### src/rtl/drt_cfg.svh
`ifndef DRT_CFG_SVH
`define DRT_CFG_SVH

// register byte offsets on the wishbone bus
`define DRT_OFF_CTRL      8'h00
`define DRT_OFF_CNT_LO    8'h04
`define DRT_OFF_CNT_HI    8'h08
`define DRT_OFF_RLD_LO    8'h0c
`define DRT_OFF_RLD_HI    8'h10
`define DRT_OFF_CKCTL     8'h14
`define DRT_OFF_EIE       8'h18
`define DRT_OFF_IRQ_STS   8'h1c
`define DRT_OFF_IRQ_MSK   8'h20

// timer_control_reg fields
`define DRT_CTRL_TFH      7
`define DRT_CTRL_TFL      6
`define DRT_CTRL_LOIEN    5
`define DRT_CTRL_SPLIT    3
`define DRT_CTRL_RUN      2
`define DRT_CTRL_XCLK     0
`define DRT_CTRL_RST      8'h00

// clock_control_reg fields
`define DRT_CK_HI_MODE    1
`define DRT_CK_LO_MODE    0

// ext_interrupt_enable_reg field
`define DRT_EIE_TIMER     7

// interrupt status and mask layout
`define DRT_IRQ_LO        0
`define DRT_IRQ_HI        1

`define DRT_BYTE_RST      8'h00
`define DRT_BYTE_ONES     8'hff

// prescaler ratios
`define DRT_SYS_DIV       12
`define DRT_EXT_DIV       8

`endif

### src/rtl/drt_pkg.sv
package drt_pkg;

    typedef logic [7:0] drt_byte_t;

    typedef enum logic [1:0] {
        DRT_SRC_DIV12,
        DRT_SRC_EXT8,
        DRT_SRC_SYS
    } drt_clk_src_e;

endpackage : drt_pkg

### src/rtl/drt_tick_gen.sv
`timescale 1ns/10ps
`include "drt_cfg.svh"

module drt_tick_gen #(
    parameter int SYS_DIV = `DRT_SYS_DIV,
    parameter int EXT_DIV = `DRT_EXT_DIV
) (
    input  wire logic clk_i,
    input  wire logic rst_i,
    input  wire logic ext_clk_i,
    output logic      tick_div12_o,
    output logic      tick_ext8_o
);

    localparam int SW = $clog2(SYS_DIV);
    localparam int EW = $clog2(EXT_DIV);

    logic [SW-1:0] sdiv_reg;
    logic [SW-1:0] sdiv_next;
    logic [EW-1:0] ediv_reg;
    logic [EW-1:0] ediv_next;
    logic [2:0]    sync_reg;
    logic [2:0]    sync_next;
    logic          t12_reg;
    logic          t12_next;
    logic          t8_reg;
    logic          t8_next;
    logic          ext_rise;

    ////////////////////////////////////////////////////////////////
    always_comb begin
        // stage 0 feeds only stage 1; edge taken from stages 1 and 2
        sync_next = {sync_reg[1:0], ext_clk_i};
        ext_rise  = sync_reg[1] & ~sync_reg[2];
        t12_next  = (sdiv_reg == SW'(SYS_DIV - 1));
        sdiv_next = t12_next ? '0 : sdiv_reg + SW'(1);
        t8_next   = ext_rise && (ediv_reg == EW'(EXT_DIV - 1));
        // wraps on the ratio, not on the counter width
        ediv_next = !ext_rise ? ediv_reg : (t8_next ? '0 : ediv_reg + EW'(1));
    end

    always_ff @(posedge clk_i) begin
        if (rst_i) begin
            sdiv_reg <= '0;
            ediv_reg <= '0;
            // keeps sampling in reset: a high pin shows no false edge at release
            sync_reg <= sync_next;
            t12_reg  <= 1'b0;
            t8_reg   <= 1'b0;
        end else begin
            sdiv_reg <= sdiv_next;
            ediv_reg <= ediv_next;
            sync_reg <= sync_next;
            t12_reg  <= t12_next;
            t8_reg   <= t8_next;
        end
    end

    assign tick_div12_o = t12_reg;
    assign tick_ext8_o  = t8_reg;

endmodule : drt_tick_gen

### src/rtl/drt_count_byte.sv
`timescale 1ns/10ps
`include "drt_cfg.svh"

module drt_count_byte (
    input  wire logic              clk_i,
    input  wire logic              rst_i,
    input  wire logic              inc_i,
    input  wire logic              load_i,
    input  wire logic              wr_i,
    input  wire drt_pkg::drt_byte_t wr_data_i,
    input  wire drt_pkg::drt_byte_t reload_i,
    output drt_pkg::drt_byte_t     count_o,
    output logic                   all_ones_o
);
    import drt_pkg::*;

    drt_byte_t cnt_reg;
    drt_byte_t cnt_next;

    ////////////////////////////////////////////////////////////////
    always_comb begin
        // software write wins over a tick in the same cycle
        if (wr_i) begin
            cnt_next = wr_data_i;
        end else if (load_i) begin
            cnt_next = reload_i;
        end else if (inc_i) begin
            cnt_next = cnt_reg + 8'h01;
        end else begin
            cnt_next = cnt_reg;
        end
    end

    always_ff @(posedge clk_i) begin
        if (rst_i) begin
            cnt_reg <= `DRT_BYTE_RST;
        end else begin
            cnt_reg <= cnt_next;
        end
    end

    assign count_o    = cnt_reg;
    assign all_ones_o = (cnt_reg == `DRT_BYTE_ONES);

endmodule : drt_count_byte

### src/rtl/drt_timer.sv
// Chosen here: the placing of the registers and the Wishbone register port.
`timescale 1ns/10ps
`include "drt_cfg.svh"

// Behaviour
// - the count lives in a low byte and a high byte that together form one 16-bit value.
// - with split mode clear the two bytes run as one 16-bit auto-reload timer.
// - the clock is the system clock, the system clock over 12, or a synchronised external clock over 8.
// - in 16-bit mode a roll from 0xffff loads the reload pair in place of 0x0000 and sets the high flag.
// - in 16-bit mode the timer interrupt enable requests an interrupt on every 16-bit overflow.
// - in 16-bit mode with the low interrupt enable also set, each low byte roll also interrupts.
// - with split mode set and no capture the bytes run as two 8-bit auto-reload timers.
// - in split mode each byte reloads from its own reload register on its own overflow.
// - in split mode run control gates only the high byte while the low byte always counts.
// - in split mode each byte picks its clock: mode bit set gives system clock, else external select picks.
// - in split mode the high flag marks a high byte roll and the low flag a low byte roll.
// - in split mode the timer enable interrupts on high overflow, and on either with low enable.
// - overflow flags stay set until software clears them and hardware never clears them.
// - the 16-bit timer, and in split mode the high byte, counts only while run control is 1 and holds its count when it is 0.
// - the low flag is set on every low byte roll in both modes.
// - the control register resets to zero, with bits 4 and 1 reading as zero.
module drt_timer #(
    parameter int AW = 8
) (
    input  wire logic          clk_i,
    input  wire logic          rst_i,
    input  wire logic          ext_clk_i,
    input  wire logic          wb_cyc_i,
    input  wire logic          wb_stb_i,
    input  wire logic          wb_we_i,
    input  wire logic [AW-1:0] wb_adr_i,
    input  wire logic [3:0]    wb_sel_i,
    input  wire logic [31:0]   wb_dat_i,
    output logic [31:0]        wb_dat_o,
    output logic               wb_ack_o,
    output drt_pkg::drt_byte_t count_low_byte_o,
    output drt_pkg::drt_byte_t count_high_byte_o,
    output logic               irq_o
);
    import drt_pkg::*;

    ////////////////////////////////////////////////////////////////
    // register state
    logic      tfh_reg;
    logic      tfh_next;
    logic      tfl_reg;
    logic      tfl_next;
    logic      loien_reg;
    logic      loien_next;
    logic      split_reg;
    logic      split_next;
    logic      run_reg;
    logic      run_next;
    logic      xclk_reg;
    logic      xclk_next;
    logic      ckhi_reg;
    logic      ckhi_next;
    logic      cklo_reg;
    logic      cklo_next;
    logic      tien_reg;
    logic      tien_next;
    logic [1:0] sts_reg;
    logic [1:0] sts_next;
    logic [1:0] msk_reg;
    logic [1:0] msk_next;
    drt_byte_t rld_lo_reg;
    drt_byte_t rld_lo_next;
    drt_byte_t rld_hi_reg;
    drt_byte_t rld_hi_next;
    logic      ack_reg;
    logic      ack_next;
    logic [31:0] rdat_reg;
    logic [31:0] rdat_next;

    // datapath nets
    logic      tick12;
    logic      tick8;
    logic      lo_tick;
    logic      hi_tick;
    logic      lo_inc;
    logic      hi_inc;
    logic      lo_load;
    logic      hi_load;
    logic      lo_ones;
    logic      hi_ones;
    logic      set_h;
    logic      set_l;
    drt_byte_t cnt_lo;
    drt_byte_t cnt_hi;

    // bus nets
    logic      req;
    logic      wr;
    logic      wr_b0;
    drt_byte_t wdat;
    drt_byte_t ctrl_rd;

    ////////////////////////////////////////////////////////////////
    // clock source decoding, used by both bytes
    function automatic drt_clk_src_e src_sel(input logic mode, input logic xclk);
        if (mode) begin
            src_sel = DRT_SRC_SYS;
        end else if (xclk) begin
            src_sel = DRT_SRC_EXT8;
        end else begin
            src_sel = DRT_SRC_DIV12;
        end
    endfunction : src_sel

    function automatic logic src_tick(input drt_clk_src_e s, input logic t12,
                                      input logic t8);
        case (s)
            DRT_SRC_SYS:   src_tick = 1'b1;
            DRT_SRC_EXT8:  src_tick = t8;
            DRT_SRC_DIV12: src_tick = t12;
            default:       src_tick = 1'b0;
        endcase
    endfunction : src_tick

    function automatic logic hit(input logic [AW-1:0] a, input logic [7:0] off);
        hit = (a == AW'(off));
    endfunction : hit

    ////////////////////////////////////////////////////////////////
    // prescalers: external clock synchronised, both divide as enables
    drt_tick_gen u_tick (
        .clk_i        (clk_i),
        .rst_i        (rst_i),
        .ext_clk_i    (ext_clk_i),
        .tick_div12_o (tick12),
        .tick_ext8_o  (tick8)
    );

    ////////////////////////////////////////////////////////////////
    // bus decode
    always_comb begin
        req   = wb_cyc_i & wb_stb_i;
        // writes land on the edge that also sees ack high
        wr    = req & wb_we_i & ack_reg;
        wr_b0 = wr & wb_sel_i[0];
        wdat  = wb_dat_i[7:0];
    end

    ////////////////////////////////////////////////////////////////
    // count enables
    always_comb begin
        // 16-bit mode follows the low byte clock selection
        lo_tick = src_tick(src_sel(cklo_reg, xclk_reg), tick12, tick8);
        hi_tick = src_tick(src_sel(ckhi_reg, xclk_reg), tick12, tick8);
        if (split_reg) begin
            lo_inc  = lo_tick;
            lo_load = lo_inc & lo_ones;
            hi_inc  = run_reg & hi_tick;
            hi_load = hi_inc & hi_ones;
            set_l   = lo_load;
            set_h   = hi_load;
        end else begin
            lo_inc  = run_reg & lo_tick;
            hi_inc  = lo_inc & lo_ones;
            lo_load = hi_inc & hi_ones;
            hi_load = lo_load;
            set_l   = lo_inc & lo_ones;
            set_h   = lo_load;
        end
    end

    ////////////////////////////////////////////////////////////////
    // count bytes
    drt_count_byte u_lo (
        .clk_i      (clk_i),
        .rst_i      (rst_i),
        .inc_i      (lo_inc),
        .load_i     (lo_load),
        .wr_i       (wr_b0 && hit(wb_adr_i, `DRT_OFF_CNT_LO)),
        .wr_data_i  (wdat),
        .reload_i   (rld_lo_reg),
        .count_o    (cnt_lo),
        .all_ones_o (lo_ones)
    );

    drt_count_byte u_hi (
        .clk_i      (clk_i),
        .rst_i      (rst_i),
        .inc_i      (hi_inc),
        .load_i     (hi_load),
        .wr_i       (wr_b0 && hit(wb_adr_i, `DRT_OFF_CNT_HI)),
        .wr_data_i  (wdat),
        .reload_i   (rld_hi_reg),
        .count_o    (cnt_hi),
        .all_ones_o (hi_ones)
    );

    ////////////////////////////////////////////////////////////////
    // control, clock select, enables and interrupt registers
    always_comb begin
        loien_next  = loien_reg;
        split_next  = split_reg;
        run_next    = run_reg;
        xclk_next   = xclk_reg;
        ckhi_next   = ckhi_reg;
        cklo_next   = cklo_reg;
        tien_next   = tien_reg;
        msk_next    = msk_reg;
        rld_lo_next = rld_lo_reg;
        rld_hi_next = rld_hi_reg;
        tfh_next    = tfh_reg;
        tfl_next    = tfl_reg;
        sts_next    = sts_reg;
        if (wr_b0) begin
            if (hit(wb_adr_i, `DRT_OFF_CTRL)) begin
                tfh_next   = wdat[`DRT_CTRL_TFH];
                tfl_next   = wdat[`DRT_CTRL_TFL];
                loien_next = wdat[`DRT_CTRL_LOIEN];
                split_next = wdat[`DRT_CTRL_SPLIT];
                run_next   = wdat[`DRT_CTRL_RUN];
                xclk_next  = wdat[`DRT_CTRL_XCLK];
            end
            if (hit(wb_adr_i, `DRT_OFF_CKCTL)) begin
                ckhi_next = wdat[`DRT_CK_HI_MODE];
                cklo_next = wdat[`DRT_CK_LO_MODE];
            end
            if (hit(wb_adr_i, `DRT_OFF_EIE)) begin
                tien_next = wdat[`DRT_EIE_TIMER];
            end
            if (hit(wb_adr_i, `DRT_OFF_RLD_LO)) begin
                rld_lo_next = wdat;
            end
            if (hit(wb_adr_i, `DRT_OFF_RLD_HI)) begin
                rld_hi_next = wdat;
            end
            if (hit(wb_adr_i, `DRT_OFF_IRQ_STS)) begin
                sts_next = sts_reg & ~wdat[1:0];
            end
            if (hit(wb_adr_i, `DRT_OFF_IRQ_MSK)) begin
                msk_next = wdat[1:0];
            end
        end
        // a hardware set beats a software clear in the same cycle
        if (set_h) begin
            tfh_next = 1'b1;
            sts_next[`DRT_IRQ_HI] = 1'b1;
        end
        if (set_l) begin
            tfl_next = 1'b1;
            sts_next[`DRT_IRQ_LO] = 1'b1;
        end
    end

    always_ff @(posedge clk_i) begin
        if (rst_i) begin
            tfh_reg    <= 1'b0;
            tfl_reg    <= 1'b0;
            loien_reg  <= 1'b0;
            split_reg  <= 1'b0;
            run_reg    <= 1'b0;
            xclk_reg   <= 1'b0;
            ckhi_reg   <= 1'b0;
            cklo_reg   <= 1'b0;
            tien_reg   <= 1'b0;
            sts_reg    <= 2'h0;
            msk_reg    <= 2'h0;
            rld_lo_reg <= `DRT_BYTE_RST;
            rld_hi_reg <= `DRT_BYTE_RST;
        end else begin
            tfh_reg    <= tfh_next;
            tfl_reg    <= tfl_next;
            loien_reg  <= loien_next;
            split_reg  <= split_next;
            run_reg    <= run_next;
            xclk_reg   <= xclk_next;
            ckhi_reg   <= ckhi_next;
            cklo_reg   <= cklo_next;
            tien_reg   <= tien_next;
            sts_reg    <= sts_next;
            msk_reg    <= msk_next;
            rld_lo_reg <= rld_lo_next;
            rld_hi_reg <= rld_hi_next;
        end
    end

    ////////////////////////////////////////////////////////////////
    // bus answer: ack one cycle after the request, read data with it
    always_comb begin
        ctrl_rd = 8'h00;
        ctrl_rd[`DRT_CTRL_TFH]   = tfh_reg;
        ctrl_rd[`DRT_CTRL_TFL]   = tfl_reg;
        ctrl_rd[`DRT_CTRL_LOIEN] = loien_reg;
        ctrl_rd[`DRT_CTRL_SPLIT] = split_reg;
        ctrl_rd[`DRT_CTRL_RUN]   = run_reg;
        ctrl_rd[`DRT_CTRL_XCLK]  = xclk_reg;
        ack_next  = req & ~ack_reg;
        rdat_next = rdat_reg;
        if (req & ~ack_reg) begin
            // unmapped addresses still answer, reading zero
            rdat_next = 32'h0000_0000;
            if (hit(wb_adr_i, `DRT_OFF_CTRL)) begin
                rdat_next[7:0] = ctrl_rd;
            end
            if (hit(wb_adr_i, `DRT_OFF_CNT_LO)) begin
                rdat_next[7:0] = cnt_lo;
            end
            if (hit(wb_adr_i, `DRT_OFF_CNT_HI)) begin
                rdat_next[7:0] = cnt_hi;
            end
            if (hit(wb_adr_i, `DRT_OFF_RLD_LO)) begin
                rdat_next[7:0] = rld_lo_reg;
            end
            if (hit(wb_adr_i, `DRT_OFF_RLD_HI)) begin
                rdat_next[7:0] = rld_hi_reg;
            end
            if (hit(wb_adr_i, `DRT_OFF_CKCTL)) begin
                rdat_next[`DRT_CK_HI_MODE] = ckhi_reg;
                rdat_next[`DRT_CK_LO_MODE] = cklo_reg;
            end
            if (hit(wb_adr_i, `DRT_OFF_EIE)) begin
                rdat_next[`DRT_EIE_TIMER] = tien_reg;
            end
            if (hit(wb_adr_i, `DRT_OFF_IRQ_STS)) begin
                rdat_next[1:0] = sts_reg;
            end
            if (hit(wb_adr_i, `DRT_OFF_IRQ_MSK)) begin
                rdat_next[1:0] = msk_reg;
            end
        end
    end

    always_ff @(posedge clk_i) begin
        if (rst_i) begin
            ack_reg  <= 1'b0;
            rdat_reg <= 32'h0000_0000;
        end else begin
            ack_reg  <= ack_next;
            rdat_reg <= rdat_next;
        end
    end

    ////////////////////////////////////////////////////////////////
    // outputs
    assign wb_ack_o          = ack_reg;
    assign wb_dat_o          = rdat_reg;
    assign count_low_byte_o  = cnt_lo;
    assign count_high_byte_o = cnt_hi;

    // low byte events only count when the low enable is on
    assign irq_o = tien_reg & ((sts_reg[`DRT_IRQ_HI] & msk_reg[`DRT_IRQ_HI]) |
                   (sts_reg[`DRT_IRQ_LO] & msk_reg[`DRT_IRQ_LO] & loien_reg));

endmodule : drt_timer

### config.mk
export PLATFORM = sky130hd
export DESIGN_NAME = drt_timer
export DESIGN_NICKNAME = d
export VERILOG_FILES = /design/src/rtl/drt_pkg.sv /design/src/rtl/drt_tick_gen.sv /design/src/rtl/drt_count_byte.sv /design/src/rtl/drt_timer.sv
export VERILOG_INCLUDE_DIRS = /design/src /design/src/rtl
export SDC_FILE = /design/constraint.sdc
export NUM_CORES = 1
export LEC_CHECK = 0
export ABC_AREA = 1
export ABC_CLOCK_PERIOD_IN_PS = 5200
export BUFFER_PORTS_ARGS = -buffer_cell sky130_fd_sc_hd__clkbuf_2
export CAP_MARGIN = 20
export CORE_MARGIN = 1
export CORE_UTILIZATION = 57
export CTS_CLUSTER_DIAMETER = 30
export CTS_CLUSTER_SIZE = 25
export DETAILED_ROUTE_END_ITERATION = 8
export PLACE_DENSITY = 0.95
export SYNTH_ARGS = -nofsm -noshare
export SYNTH_HDL_FRONTEND = slang
export SYNTH_HIERARCHICAL = 1
export SYNTH_SLANG_ARGS = --single-unit
export TNS_END_PERCENT = 100
### constraint.sdc
create_clock -name clk_i -period 5.2 [get_ports clk_i]
set_input_delay 0.52 -clock clk_i [delete_from_list [all_inputs] [get_ports clk_i]]
set_output_delay 0.52 -clock clk_i [all_outputs]
set_load 0.1 [all_outputs]
==> key figures <==
Synthesis
  – Most instantiated cells after synthesis: nand2_1 (108), nor2_1 (78), dfxtp_1 (66)
  – Count of state elements after synthesis: 66
  – Cell accounting for the most synthesized area: dfxtp_1
  – Cell with the most instances after synthesis: nand2_1
  – Commonest register cell after synthesis: dfxtp_1
  – Register area share after synthesis: 34.4%
  – Avg Cell Area, Syn: 6.91 µm²
  – Synth top area share: 34.4%
  – Yosys warnings: 6
  – Leading post-synthesis cells by cell area: dfxtp_1 (34%), nand2_1 (11%), nor2_1 (7.6%), a21oi_1 (5.6%), nand3_1 (5.6%)
  – Number of synthesized flops with an enable pin: 0
  – Ys async rst share: 0%
  – Number of distinct library cell variants in the gate-level netlist after synthesis: 41
  – Synthesized netlist cell count: 555
  – Post-Synthesis Cell Area: 3840 µm²

Layout
  – Count of placed standard cells in the final layout, fillers left out: 686
  – Area Overhead vs Synth: 11.0%
  – Post-layout nets: 659
  – Sequential cell area: 1320 µm²
  – Area used by multi-input combinational logic: 2140 µm²
  – Fill cell total of the finished layout: 537
  – Number of antenna repair diodes: 0
  – Share of layout cells above drive strength 1: 19.4%

Clocking
  – Deepest level of the CTS H-tree: 3
  – Post-cts repair resize count: 0
  – Post-CTS clock slew at the launch and capture registers of the worst setup and hold paths: 0.07 ns
  – TritonCTS sink count: 66
  – TritonCTS clock tree: yes
  – CTS root buf: clkbuf_8
  – Bufs on Longest Clock Path: 2
  – Number of buffers created by CTS: 9
  – Buffers inserted by post-CTS timing repair: 0
  – Count of hold-fix buffers inserted at cts: 0
  – Worst-Skew Late Latency: 0.35 ns

Pwr
  – Power, Total: 1.16 mW
  – Total power divided by cell area: 272 nW/µm²
  – Relative contribution of sequential cells to total power: 44.8%
  – Clock share of power: 41.4%
  – Net Sw Power: 0.341 mW
  – Cell-internal power: 0.817 mW
  – Worst voltage drop across the vdd grid: 0.000280 V
  – Total leakage power: 2.01 nW
  – Share of total power consumed by net switching: 29.4%
  – Logic gate share of total power: 13.8%

Global route
  – First-pass GRT wire length: 16100 µm
  – Largest net degree at the start of global routing: 32
  – GR Util All Layers: 28.8%
  – Aggregate global routing overflow: 0
  – Antenna violations before repair: 0
  – Vias in the first global route: 3611

Drt
  – Via count normalized by instance count: 5.80
  – Remaining DRCs: 20
  – Antenna-violating nets left: 0
  – Vias: 3976
  – Wire length after detailed routing: 9930 µm
  – Initial detailed-routing violation count: 508
  – DR pass1 iterations: 9
  – Routed wire per std cell: 14.5 µm

Place
  – Buffers on Ports: 48
  – Final Wtd Congestion: 0.918
  – # placed instances: 670
  – Post-DP HPWL: 7150 µm

Setup path
  – CP Class: register to register
  – Reg2reg start: u_lo/count_o[1]$_SDFFE_PP0P_
  – Critical path buffer and inverter count: 1
  – Largest fanout on the critical path: 12
  – Required time of the worst setup path: 5.40 ns
  – Worst Reg2Reg Path Length in Cells: 11
  – CP arrival: 3.40 ns
  – Peak per-stage delay on the critical path: 0.83 ns
  – Crit path cell chain: ha_1, nand2_2, nor2_1, nand3_1, nor2_1, o211ai_1, a21oi_1, nor3_2, a22o_1, inv_1, a21oi_1
  – Worst reg2reg setup slack: 2.00 ns
  – Cell with the largest stage delay on the worst path: a21oi_1
  – Kind of start point of the critical path: register
  – CP Capture Type: register
  – Cell class contributing the biggest share of worst-path delay: compound AO/OA/AOI/OAI gates
  – Endpoint of the lowest-slack register-to-register path: u_lo/count_o[4]$_SDFFE_PP0P_

Timing
  – Worst Clk Skew: 0.00650 ns
  – Setup repair after global routing missed its margin: no
  – Final number of max-transition violations: 0
  – Fin crit period: 3.20 ns
  – Worst hold slack: 0.275 ns
  – Count of endpoints failing setup in the final report: 0
  – Slew headroom: 31.8%
  – Pin slew with the least headroom to its limit: 1.02 ns
  – Peak clock frequency supported by timing: 313 MHz
  – Share of the clock period used by the worst path after layout: 61.5%
  – Post-route setup TNS: 0 ns
  – Hold Fails Final Rpt: 0

Worst hold path
  – Hold wc startpoint: ext_clk_i
  – Path class of the lowest-slack min-delay path: input pin to register
  – Worst Hold End: u_tick/sync_reg[0]$_DFF_P_
  – Depth of the worst hold-timing path: 1

Floorplanning
  – Number of placement rows: 29
  – Die Outline Area: 7060 µm²
  – Die Height: 84.0 µm
  – Top-Level Pins: 100
  – Core region area: 6420 µm²
  – Die Span X: 84.0 µm
  – Starting Density: 59.7%

Flow run
  – Max-cap check violation count: 0

Status
  – Result of the run: complete, but fails checks
  – Violations in the final reports: design-rule violations
## through the flow
step / worst slack, ns / util (%) / area, µm²
after global routing: 1.85 / 66.3 / 4260
after detailed placement: 2.22 / 62.8 / 4040
after floorplan: 2.23 / - / 3920
after CTS: 2.13 / 66.3 / 4260
after global placement: 2.33 / 62.8 / 4040
final: 2.00 / 66.3 / 4260
## final cells by class
cell class	instances	share of cell area, %
Clock buffer	12	3.41
Clock inverter	4	1.76
Inverter	59	5.44
Multi-Input combinational cell	419	50.3
Sequential cell	66	31.0
Tap cell	77	2.26
Timing Repair Buffer	49	5.82
## cell families (layout without fill, tap and decap cells)
| logic type | count (synthesis) | in the layout | synth area share [%] |
|---|---|---|---|
| flops | 66 | 66 | 34.4 |
| other cells | 1 | 24 | 0.0978 |
| buf+inv | 93 | 124 | 12.0 |
| simple gates | 270 | 270 | 34.0 |
| compound gates | 115 | 115 | 16.6 |
| mux | 2 | 2 | 0.522 |
| xor+xnor | 3 | 3 | 0.685 |
| fa+ha+maj | 5 | 5 | 1.63 |
## power by group through the flow
| stage | combinational [mW] | clock (mW) | sequential (mW) |
|---|---|---|---|
| after floorplan | 0.121 | 0 | 0.551 |
| after global placement | 0.155 | 0 | 0.530 |
| after global routing | 0.167 | 0.506 | 0.519 |
| after CTS | 0.158 | 0.482 | 0.519 |
| final | 0.160 | 0.479 | 0.519 |
| after detailed placement | 0.158 | 0 | 0.530 |
## per-layer routing
metal | wire, µm | GRT usage, % | up-vias
met4 | 497 | 16.1 | 0
met5 | 0 | 0 | -
met3 | 1040 | 7.62 | 70
met2 | 4620 | 47.9 | 299
met1 | 3780 | 33.5 | 1745
li1 | - | - | 1862
## placed cells by master, fill, tap and decap left out, drive strengths merged
master and count:
or2 2, conb 24, nor3b 1, nand3 44
a31oi 6, o211ai 4, a41oi 1, mux2i 2
ha 5, nand2 119, o21bai 2, a21oi 48
buf 1, xnor2 1, bufinv 2, xor2 2
a22o 2, dfxtp 66, clkinvlp 2, nor3 5
nor2 94, inv 59, and3 1, clkbuf 60
o21a 1, o21ai 51, nand4 4
## worst max-delay path by stage
stage	start	end	slack, ns	depth (start not counted)
3_5_place_dp	u_lo/count_o[0]$_SDFFE_PP0P_	u_lo/count_o[4]$_SDFFE_PP0P_	2.22	11
6_report	u_lo/count_o[1]$_SDFFE_PP0P_	u_lo/count_o[4]$_SDFFE_PP0P_	2.00	11
5_1_grt	u_lo/count_o[0]$_SDFFE_PP0P_	u_lo/count_o[4]$_SDFFE_PP0P_	1.85	11
3_3_place_gp	u_lo/count_o[0]$_SDFFE_PP0P_	u_lo/count_o[4]$_SDFFE_PP0P_	2.33	11
2_1_floorplan	u_lo/count_o[0]$_SDFFE_PP0P_	u_hi/count_o[4]$_SDFFE_PP0P_	2.23	14
4_1_cts	u_lo/count_o[0]$_SDFFE_PP0P_	u_lo/count_o[4]$_SDFFE_PP0P_	2.13	11
(Power assumes the default switching activity.)
